**src/logic/warn_status_defs.svh**
```systemverilog
`ifndef WARN_STATUS_DEFS_SVH
`define WARN_STATUS_DEFS_SVH

// Register byte addresses (word pairs 0x26:27, 0x28:29, 0x2A:2B)
`define ADDR_WARN       8'h26
`define ADDR_TEMP       8'h28
`define ADDR_FIELD      8'h2A

// Identifier nibbles in bits 15:12
`define ID_WARN         4'hB
`define ID_TEMP         4'hF
`define ID_FIELD        4'hE

// Warning bit positions
`define BIT_IER         11
`define BIT_CRC         10
`define BIT_RSVD        9
`define BIT_SRW         8
`define BIT_XEE         7
`define BIT_TR          6
`define BIT_ESE         5
`define BIT_SAT         4
`define BIT_TCW         3
`define BIT_BSY         2
`define BIT_MSH         1
`define BIT_TOV         0
`define WARN_FLAGS      12

// Reset values
`define WARN_RST        12'h000
`define TEMP_RST        12'h000
`define FIELD_RST       12'h000

// Serial packet framing
`define PKT_BITS        6'h10
`define PKT_BITS_CRC    6'h14
`define CRC_SEED        4'hF
`define CRC_POLY        4'h3

// Temperature limits in eighths relative to 25 C: -60 C and 180 C
`define TEMP_MIN_C      -60
`define TEMP_MAX_C      180
`define TEMP_OFS_C      25
`define TEMP_MIN_Q      16'hFD58
`define TEMP_MAX_Q      16'h04D8

// Zero-crossing step limit: 135 deg of 4096 counts per turn
`define TCW_DEG         135
`define TCW_LIMIT       12'h600
`define ANGLE_HALF      12'h800

// Field refresh timing
`define CLK_MHZ         40
`define FIELD_PERIOD_US 128
`define FIELD_REFRESH_CYCLES (`FIELD_PERIOD_US * `CLK_MHZ)

`endif

```
**src/logic/warn_status_pkg.sv**
```systemverilog
package warn_status_pkg;

  typedef logic [15:0] reg_word_t;
  typedef logic [11:0] field_t;

  typedef enum logic [1:0] {
    SEL_NONE  = 2'b00,
    SEL_WARN  = 2'b01,
    SEL_TEMP  = 2'b10,
    SEL_FIELD = 2'b11
  } reg_sel_e;

endpackage

```
**src/logic/refresh_tick.sv**
```systemverilog
`timescale 1ns/1ps

module refresh_tick #(
  parameter int unsigned PERIOD = 5120
) (
  input  wire logic clock,  // System clock
  input  wire logic rst_b,  // Async reset, active low
  output logic      tick    // One-cycle pulse each period
);

  logic [15:0] cnt_r;
  logic [15:0] cnt_nxt;
  logic        tick_r;
  logic        tick_nxt;

  always_comb begin
    tick_nxt = 1'b0;
    cnt_nxt  = cnt_r + 16'h0001;
    if (cnt_r == 16'(PERIOD - 1)) begin
      cnt_nxt  = 16'h0000;
      tick_nxt = 1'b1;
    end
  end

  always_ff @(posedge clock or negedge rst_b) begin
    if (!rst_b) begin
      cnt_r  <= 16'h0000;
      tick_r <= 1'b0;
    end else begin
      cnt_r  <= cnt_nxt;
      tick_r <= tick_nxt;
    end
  end

  assign tick = tick_r;

endmodule

```
**src/logic/angle_sensor_warning_status_regs.sv**
```systemverilog
// Notes on behaviour
// - Warning flags latch and hold until the host clears them.
// - Top nibble reads 1011 warning, 1111 temperature, 1110 field.
// - Bad bit count, bit 15 set or code error sets bit 11, drops packet.
// - With CRC check enabled, a CRC mismatch sets bit 10 and drops packet.
// - Bit 8 sets while slew limiting is enabled and engaged.
// - Bit 7 sets when an extended-write command fails.
// - Bit 6 sets outside -60..180 C; temperature clamps at those limits.
// - Bit 5 sets on corrected single-bit memory error during load.
// - Bit 4 sets when any signal-chain signal saturates.
// - Bit 3 sets when successive zero-crossing samples differ over 135 deg.
// - Bit 2 sets when an extended access starts while one is busy.
// - Bit 1 sets when field exceeds the stored high threshold.
// - Bit 0 sets on turns overflow; only turns-count reset clears it.
// - Temperature low 12 bits: signed eighths of a degree from 25 C.
// - Bit 9 reads zero; all three registers are read-only.
// - Summary warning bit asserts on any unmasked warning flag.
// - Error indicator is one on any unmasked error or warning.
`timescale 1ns/1ps
`include "warn_status_defs.svh"

module angle_sensor_warning_status_regs #(
  parameter int unsigned REFRESH_CYCLES = `FIELD_REFRESH_CYCLES
) (
  input  wire logic        clock,                  // 40 MHz clock
  input  wire logic        rst_b,                  // Async reset, active low
  // Register read port
  input  wire logic        rd_en,                  // Read strobe
  input  wire logic [7:0]  rd_addr,                // Register byte address
  output logic [15:0]      rd_data,                // Read data
  output logic             rd_valid,               // Read data valid pulse
  output logic             rd_hit,                 // Address maps a register
  input  wire logic        wr_en,                  // Write strobe, only drives rd_hit
  // Clear commands
  input  wire logic        warn_clear,             // Clear ended warnings except bit 0
  input  wire logic        turns_reset_cmd,        // Turns-count reset
  // Incoming serial packet
  input  wire logic        pkt_valid,              // Packet end pulse
  input  wire logic [5:0]  pkt_bits,               // Bits received
  input  wire logic [15:0] pkt_word,               // Received data
  input  wire logic [3:0]  pkt_crc,                // Received CRC
  input  wire logic        code_error,             // Single-wire code error
  input  wire logic        crc_check_enable,       // Stored CRC check enable
  output logic             pkt_accept,             // Packet passed on
  output logic [15:0]      pkt_word_out,           // Accepted data
  output logic             pkt_drop,               // Packet discarded
  // Conditions
  input  wire logic        slew_limit_enable,      // Slew limiting enabled
  input  wire logic        slew_limit_engaged,     // Limiting applied now
  input  wire logic        ext_cmd_fail,           // Extended command failed
  input  wire logic [15:0] temp_raw,               // Eighths from 25 C
  input  wire logic        temp_valid,             // New temperature
  input  wire logic        mem_loading,            // Memory load in progress
  input  wire logic        mem_single_err,         // Corrected bit error
  input  wire logic        saturation_any,         // Any signal saturated
  input  wire logic        zcd_valid,              // Zero-crossing sample
  input  wire logic [11:0] zcd_angle,              // Zero-crossing angle
  input  wire logic        turns_update,           // Turns count updated
  input  wire logic        ext_start,              // Extended access start
  input  wire logic        ext_busy,               // Extended access busy
  input  wire logic [11:0] field_raw,              // Measured field, gauss
  input  wire logic [11:0] field_high_threshold,   // Strong-field threshold
  input  wire logic        turns_overflow,         // Turns counter wrapped
  // Summaries
  input  wire logic [15:0] warn_mask,              // Per-bit warning mask
  input  wire logic        warn_summary_mask,      // Summary bit mask
  input  wire logic        err_unmasked_any,       // Unmasked error present
  output logic             warning_summary_bit,    // Unmasked warning set
  output logic             error_indicator,        // Any unmasked fault
  output logic             slew_hold               // Encoder at slew rate
);

  localparam logic [11:0] LIMIT = `TCW_LIMIT;
  // Clamp limits in eighths from 25 C; only the low 12 bits are stored
  localparam logic [15:0] TEMP_MIN = `TEMP_MIN_Q;
  localparam logic [15:0] TEMP_MAX = `TEMP_MAX_Q;

  function automatic warn_status_pkg::reg_sel_e decode(input logic [7:0] a);
    unique case ({a[7:1], 1'b0})
      `ADDR_WARN:  decode = warn_status_pkg::SEL_WARN;
      `ADDR_TEMP:  decode = warn_status_pkg::SEL_TEMP;
      `ADDR_FIELD: decode = warn_status_pkg::SEL_FIELD;
      default:     decode = warn_status_pkg::SEL_NONE;
    endcase
  endfunction

  // The CRC nibble lengthens the frame when checking is on
  function automatic logic [5:0] frame_bits(input logic crc_on);
    frame_bits = crc_on ? `PKT_BITS_CRC : `PKT_BITS;
  endfunction

  // Shortest way round the circle, so a wrap through zero is no jump
  function automatic logic [11:0] circ_step(input logic [11:0] a, input logic [11:0] b);
    logic [11:0] d;
    d = a - b;
    circ_step = (d > `ANGLE_HALF) ? (12'h000 - d) : d;
  endfunction

  // Bitwise CRC over the 16 data bits
  function automatic logic [3:0] crc4(input logic [15:0] d);
    logic [3:0] c;
    logic       fb;
    c = `CRC_SEED;
    for (int i = 15; i >= 0; i--) begin
      fb = c[3] ^ d[i];
      c  = {c[2:0], 1'b0} ^ (fb ? `CRC_POLY : 4'h0);
    end
    crc4 = c;
  endfunction

  // Packet checking
  logic        bad_frame;
  logic        bad_crc;
  logic        accept_nxt;
  logic        accept_r;
  logic        drop_nxt;
  logic        drop_r;
  logic [15:0] pword_nxt;
  logic [15:0] pword_r;

  always_comb begin
    bad_frame = pkt_valid & (pkt_word[15] | code_error |
                (pkt_bits != frame_bits(crc_check_enable)));
    bad_crc = pkt_valid & ~bad_frame & crc_check_enable &
              (crc4(pkt_word) != pkt_crc);
    accept_nxt = pkt_valid & ~bad_frame & ~bad_crc;
    drop_nxt   = bad_frame | bad_crc;
    pword_nxt  = accept_nxt ? pkt_word : pword_r;
  end

  always_ff @(posedge clock or negedge rst_b) begin
    if (!rst_b) begin
      accept_r <= 1'b0;
      drop_r   <= 1'b0;
      pword_r  <= 16'h0000;
    end else begin
      accept_r <= accept_nxt;
      drop_r   <= drop_nxt;
      pword_r  <= pword_nxt;
    end
  end

  assign pkt_accept   = accept_r;
  assign pkt_drop     = drop_r;
  assign pkt_word_out = pword_r;

  // Temperature clamping
  logic        temp_low;
  logic        temp_high;
  logic [11:0] temp_nxt;
  logic [11:0] temp_r;

  always_comb begin
    temp_low  = $signed(temp_raw) < $signed(TEMP_MIN);
    temp_high = $signed(temp_raw) > $signed(TEMP_MAX);
    temp_nxt  = temp_r;
    if (temp_valid) begin
      if (temp_low) begin
        temp_nxt = TEMP_MIN[11:0];
      end else if (temp_high) begin
        temp_nxt = TEMP_MAX[11:0];
      end else begin
        temp_nxt = temp_raw[11:0];
      end
    end
  end

  always_ff @(posedge clock or negedge rst_b) begin
    if (!rst_b) begin
      temp_r <= `TEMP_RST;
    end else begin
      temp_r <= temp_nxt;
    end
  end

  // Field refresh
  logic        field_tick;
  logic        field_strong;
  logic [11:0] field_nxt;
  logic [11:0] field_r;

  // Free-running; the first capture lands one period plus one cycle after reset
  refresh_tick #(
    .PERIOD (REFRESH_CYCLES)
  ) u_refresh (
    .clock (clock),
    .rst_b (rst_b),
    .tick  (field_tick)
  );

  always_comb begin
    field_nxt    = field_tick ? field_raw : field_r;
    field_strong = field_tick & (field_raw > field_high_threshold);
  end

  always_ff @(posedge clock or negedge rst_b) begin
    if (!rst_b) begin
      field_r <= `FIELD_RST;
    end else begin
      field_r <= field_nxt;
    end
  end

  // Zero-crossing step tracking; pair restarts at each turns update
  logic [11:0] zprev_r;
  logic [11:0] zprev_nxt;
  logic        zhave_r;
  logic        zhave_nxt;
  logic [11:0] zstep;
  logic        zbig;

  always_comb begin
    zstep     = circ_step(zcd_angle, zprev_r);
    zbig      = zcd_valid & zhave_r & (zstep > LIMIT);
    zprev_nxt = zcd_valid ? zcd_angle : zprev_r;
    zhave_nxt = zhave_r;
    if (zcd_valid) begin
      zhave_nxt = 1'b1;
    end
    if (turns_update) begin
      zhave_nxt = zcd_valid;
    end
  end

  always_ff @(posedge clock or negedge rst_b) begin
    if (!rst_b) begin
      zprev_r <= 12'h000;
      zhave_r <= 1'b0;
    end else begin
      zprev_r <= zprev_nxt;
      zhave_r <= zhave_nxt;
    end
  end

  // Warning conditions
  logic [`WARN_FLAGS-1:0] cond;
  logic [`WARN_FLAGS-1:0] warn_r;
  logic [`WARN_FLAGS-1:0] warn_nxt;
  logic [`WARN_FLAGS-1:0] clr_vec;

  always_comb begin
    cond = '0;
    cond[`BIT_IER] = bad_frame;
    cond[`BIT_CRC] = bad_crc;
    cond[`BIT_SRW] = slew_limit_enable & slew_limit_engaged;
    cond[`BIT_XEE] = ext_cmd_fail;
    cond[`BIT_TR]  = temp_valid & (temp_low | temp_high);
    cond[`BIT_ESE] = mem_loading & mem_single_err;
    cond[`BIT_SAT] = saturation_any;
    cond[`BIT_TCW] = zbig;
    cond[`BIT_BSY] = ext_start & ext_busy;
    cond[`BIT_MSH] = field_strong;
    cond[`BIT_TOV] = turns_overflow;
  end

  // Per-flag clear; the ordinary clear never reaches bit 0
  always_comb begin
    clr_vec = {`WARN_FLAGS{warn_clear}};
    clr_vec[`BIT_TOV] = turns_reset_cmd;
  end

  // Condition dominates a clear in the same cycle
  for (genvar i = 0; i < `WARN_FLAGS; i++) begin : g_flag
    if (i == `BIT_RSVD) begin : g_rsvd
      assign warn_nxt[i] = 1'b0;
    end else begin : g_std
      assign warn_nxt[i] = cond[i] | (warn_r[i] & ~clr_vec[i]);
    end
  end

  always_ff @(posedge clock or negedge rst_b) begin
    if (!rst_b) begin
      warn_r <= `WARN_RST;
    end else begin
      warn_r <= warn_nxt;
    end
  end

  assign slew_hold = cond[`BIT_SRW];

  // Summaries
  logic warn_any;

  always_comb begin
    warn_any = |(warn_r & ~warn_mask[`WARN_FLAGS-1:0]);
    warning_summary_bit = warn_any & ~warn_summary_mask;
  end

  assign error_indicator = err_unmasked_any | warning_summary_bit;

  // Register readout; writes have no effect
  logic [15:0] rdata_nxt;
  logic [15:0] rdata_r;
  logic        rvalid_r;

  always_comb begin
    rdata_nxt = rdata_r;
    if (rd_en) begin
      unique case (decode(rd_addr))
        warn_status_pkg::SEL_WARN:  rdata_nxt = {`ID_WARN, warn_r};
        warn_status_pkg::SEL_TEMP:  rdata_nxt = {`ID_TEMP, temp_r};
        warn_status_pkg::SEL_FIELD: rdata_nxt = {`ID_FIELD, field_r};
        warn_status_pkg::SEL_NONE:  rdata_nxt = 16'h0000;
      endcase
    end
  end

  always_ff @(posedge clock or negedge rst_b) begin
    if (!rst_b) begin
      rdata_r  <= 16'h0000;
      rvalid_r <= 1'b0;
    end else begin
      rdata_r  <= rdata_nxt;
      rvalid_r <= rd_en;
    end
  end

  assign rd_data  = rdata_r;
  assign rd_valid = rvalid_r;
  assign rd_hit   = (rd_en | wr_en) & (decode(rd_addr) != warn_status_pkg::SEL_NONE);

endmodule

```
**config.mk**
```make
export PLATFORM = sky130hd
export DESIGN_NAME = angle_sensor_warning_status_regs
export DESIGN_NICKNAME = d
export VERILOG_FILES = /design/src/logic/warn_status_pkg.sv /design/src/logic/refresh_tick.sv /design/src/logic/angle_sensor_warning_status_regs.sv
export VERILOG_INCLUDE_DIRS = /design/src /design/src/logic
export SDC_FILE = /design/constraint.sdc
export NUM_CORES = 1
export LEC_CHECK = 0
export ABC_AREA = 0
export BUFFER_PORTS_ARGS = -buffer_cell sky130_fd_sc_hd__buf_4
export CAP_MARGIN = 30
export CORE_ASPECT_RATIO = 0.8
export CORE_MARGIN = 10
export CORE_UTILIZATION = 25
export CTS_BUF_LIST = sky130_fd_sc_hd__clkbuf_8 sky130_fd_sc_hd__clkbuf_16
export DETAILED_ROUTE_END_ITERATION = 10
export SYNTH_ARGS = -nofsm -noshare
export SYNTH_HDL_FRONTEND = slang
export SYNTH_SLANG_ARGS = --single-unit
```
**constraint.sdc**
```tcl
create_clock -name clock -period 6.8 [get_ports clock]
set_input_delay 0.34 -clock clock [delete_from_list [all_inputs] [get_ports clock]]
set_output_delay 0.34 -clock clock [all_outputs]
set_load 0.01 [all_outputs]
```
==> flow_summary.toml <==
[place]
place_area_um2 = 6845
dp_hpwl_um = 11960
gp_congestion = 0.7739
port_buffers = 157

[floorplan]
start_util_pct = 25.75
die_y_um = 151.4
die_area_um2 = 27880
core_um2 = 20940
rows = 47
die_x_um = 184.2
ios = 164

[timing]
tns_ns = 0
slew_violations = 0
worst_slew_pin_slew_ns = 0.9334
setup_violations = 0
final.period_utilization_pct = 45.46
max_freq_ghz = 0.3235
max_slew_margin_pct = 37.77
fin_crit_ns = 3.091
hold_viol = 0
final.setup_skew_ns = 0.008927
rsz0062_at_grt = "no"

[cts]
clock_path_buffers = 2
cts_max_level = 3
clockRootBuffer = "clkbuf_16"
cts_buffers = 9
cts.clk_slew.worst_paths_ns = 0.07
cts_tree = "yes"
cts_num_sinks = 99
clk_latency_ns = 0.36

[drt]
drtAntennaViolNets = 0
via_per_inst = 4.488
wire_per_inst_um = 16.30
vias = 4183
drt_pre_antenna_iters = 4
drc = 0
drtIter0Drc = 249
wl_um = 15190

[status]
status = "complete, no violations"

[finish]
area_growth_pct = 32.86
multi_input_area_um2 = 2673
drive_above_1_share_pct = 33.69
final_area_um2 = 7163
nFillCells = 2127
fin_nets = 811
final-seq-area_um2 = 2477

[worst_setup_path]
worstSetupPathType = "input pin to flop"
cp-start-kind = "input pin"
cp_max_fo = 17
startpoint = "pkt_word[15]"
critical_path_required_ns = 7.04
arrival_ns = 3.33
end_kind = "flop"
r2r-start = "zprev_r[0]"

[global_route]
overflow = 0
grtUsageTotal_pct = 11.11
grt_pass1_vias = 4318
antenna_found_initial = 2
grt_pass1_wl_um = 24090
grt_max_degree = 64

[logic_synthesis]
synth_edf_count = 0
synthDistinctLibCells = 54
yosys_most_used_dff = "dfrtp_1"
synth_seq_area_share_pct = 45.95
mappedNetlistNets = 654
synth_area_per_cell_um2 = 10.78
synthCells = 500
ys_ff_latch = 99
synth_area_um2 = 5391
yosysWarningCount = 0
async_reset_ff_share_pct = 100.0

[power_and_ir_drop]
ir_drop_v = 0.00009913
power.density_nw_per_um2 = 201.6
power_leakage_nw = 3.539

[hold_path]
min_from = "ext_cmd_fail"
worstHoldPathType = "input pin to flop"

[run]
cap_violations = 0
-- sequential cells by signal, indices dropped and copies added, names as in the netlist, 11 cells and up --
signal and count:
temp_r 12, pkt_word_out 16, u_refresh.cnt_r 16, field_r 12, rd_data 15, warn_r 11, zprev_r 12
-- cells by family (layout without fill, tap and decap cells) --
group	Yosys count	in the layout	synth area share (%)
flip-flops	99	99	45.95
AO/OA/AOI/OAI	115	115	14.83
multiplexers	45	45	9.933
buffers and inverters	59	221	4.479
AND/OR/NAND/NOR	109	109	9.771
other	0	1	0
XOR/XNOR	44	44	8.169
adder cells (fa/ha/maj)	29	29	6.869
-- critical path, cell delays in order --
cell	delay [ns]
buf_4	0.13
xnor3_1	0.37
xor2_1	0.26
xnor3_1	0.49
or3_1	0.37
a211oi_2	0.27
o21ai_2	0.12
a21oi_4	0.57
mux2_2	0.40
-- Yosys cell counts, types with 6 or more instances --
library cell / count / share of area [%]
a21o_1: 14 / 1.9
a21oi_1: 21 / 1.9
a221oi_1: 9 / 1.5
clkbuf_1: 9 / 0.63
dfrtp_1: 99 / 46
ha_1: 28 / 6.5
inv_1: 46 / 3.2
mux2_2: 36 / 7.5
mux2_4: 8 / 2.2
nand2_1: 36 / 2.5
nand3_1: 9 / 0.84
nand4_1: 6 / 0.70
nor2_1: 25 / 1.7
nor3_1: 7 / 0.65
o21ai_0: 22 / 2.0
o22ai_1: 7 / 0.81
xnor2_1: 26 / 4.2
xor2_1: 14 / 2.3
-- where the power goes --
group / switching (mW) / internal, mW
Combinational: 0.145 / 0.152
Clock: 0.262 / 0.262
Sequential: 0.0118 / 0.611
-- path summary, 6_finish.rpt --
path,end,slack (ns),depth (start not counted)
worst max-delay path,pkt_word_out[6],3.71,9
worst min-delay path,warn_r[7],0.16,2
worst max register to register,warn_r[3],3.94,11
worst min register to register,zhave_r,0.48,1
max in group asynchronous,warn_r[4],5.09,3
min in group asynchronous,pkt_accept,0.51,2
-- final cells by class --
type / count / share of cell area [%]
diodes: 1 / 0.03493
well taps: 269 / 4.699
repair buffers: 159 / 16.70
clock buffers: 9 / 3.144
clock inverters: 7 / 1.118
multi-input cells: 342 / 37.31
flip-flops and latches: 99 / 34.59
inverters: 46 / 2.410
-- layer usage --
layer	share of wire, %	track usage (%)	vias to the layer above
li1	-	-	2097
met4	1.1	3.189	2
met1	47	14.38	1981
met2	46	17.17	89
met3	6.2	3.854	14
met5	0.12	0	-
-- stage by stage --
step | total power, mW | hold slack [ns] | util [%] | instances | worst slack (ns)
after floorplan | 0.8076 | 0.04441 | - | 500 | 3.861
after global placement | 0.9287 | 0.3579 | 32.70 | 914 | 3.362
after detailed placement | 0.9323 | 0.3552 | 32.70 | 914 | 3.332
after CTS | 1.472 | 0.1303 | 34.20 | 931 | 3.718
after global routing | 1.528 | 0.1404 | 34.20 | 931 | 3.534
final | 1.444 | 0.1576 | 34.22 | 932 | 3.709
-- timing repair --
| item | in CTS | in global routing |
|---|---|---|
| buffers inserted | 0 | 0 |
| resized for setup | 0 | 0 |
| hold buffers | 1 | 0 |
| endpoints found under the hold margin | 36 | 0 |
-- cells in the final DEF, fill, tap and decap left out, types with 4 or more instances in the layout --
| master | count |
|---|---|
| o22a_1 | 4 |
| clkbuf_16 | 9 |
| a22oi_1 | 4 |
| xnor2_1 | 26 |
| xnor3_1 | 4 |
| ha_1 | 28 |
| a221oi_1 | 9 |
| buf_4 | 158 |
| nand3_1 | 9 |
| o21ai_0 | 22 |
| nand2_1 | 36 |
| o22ai_1 | 7 |
| a21oi_1 | 21 |
| dfrtp_1 | 99 |
| mux2_2 | 36 |
| a21o_1 | 14 |
| nor2b_1 | 5 |
| nand2b_1 | 4 |
| inv_1 | 46 |
| nor2_1 | 25 |
| a22o_1 | 5 |
| mux2_4 | 8 |
| xor2_1 | 14 |
| nand4_1 | 6 |
| nor3_1 | 7 |
| o211ai_1 | 5 |
(Power assumes the default switching activity.)
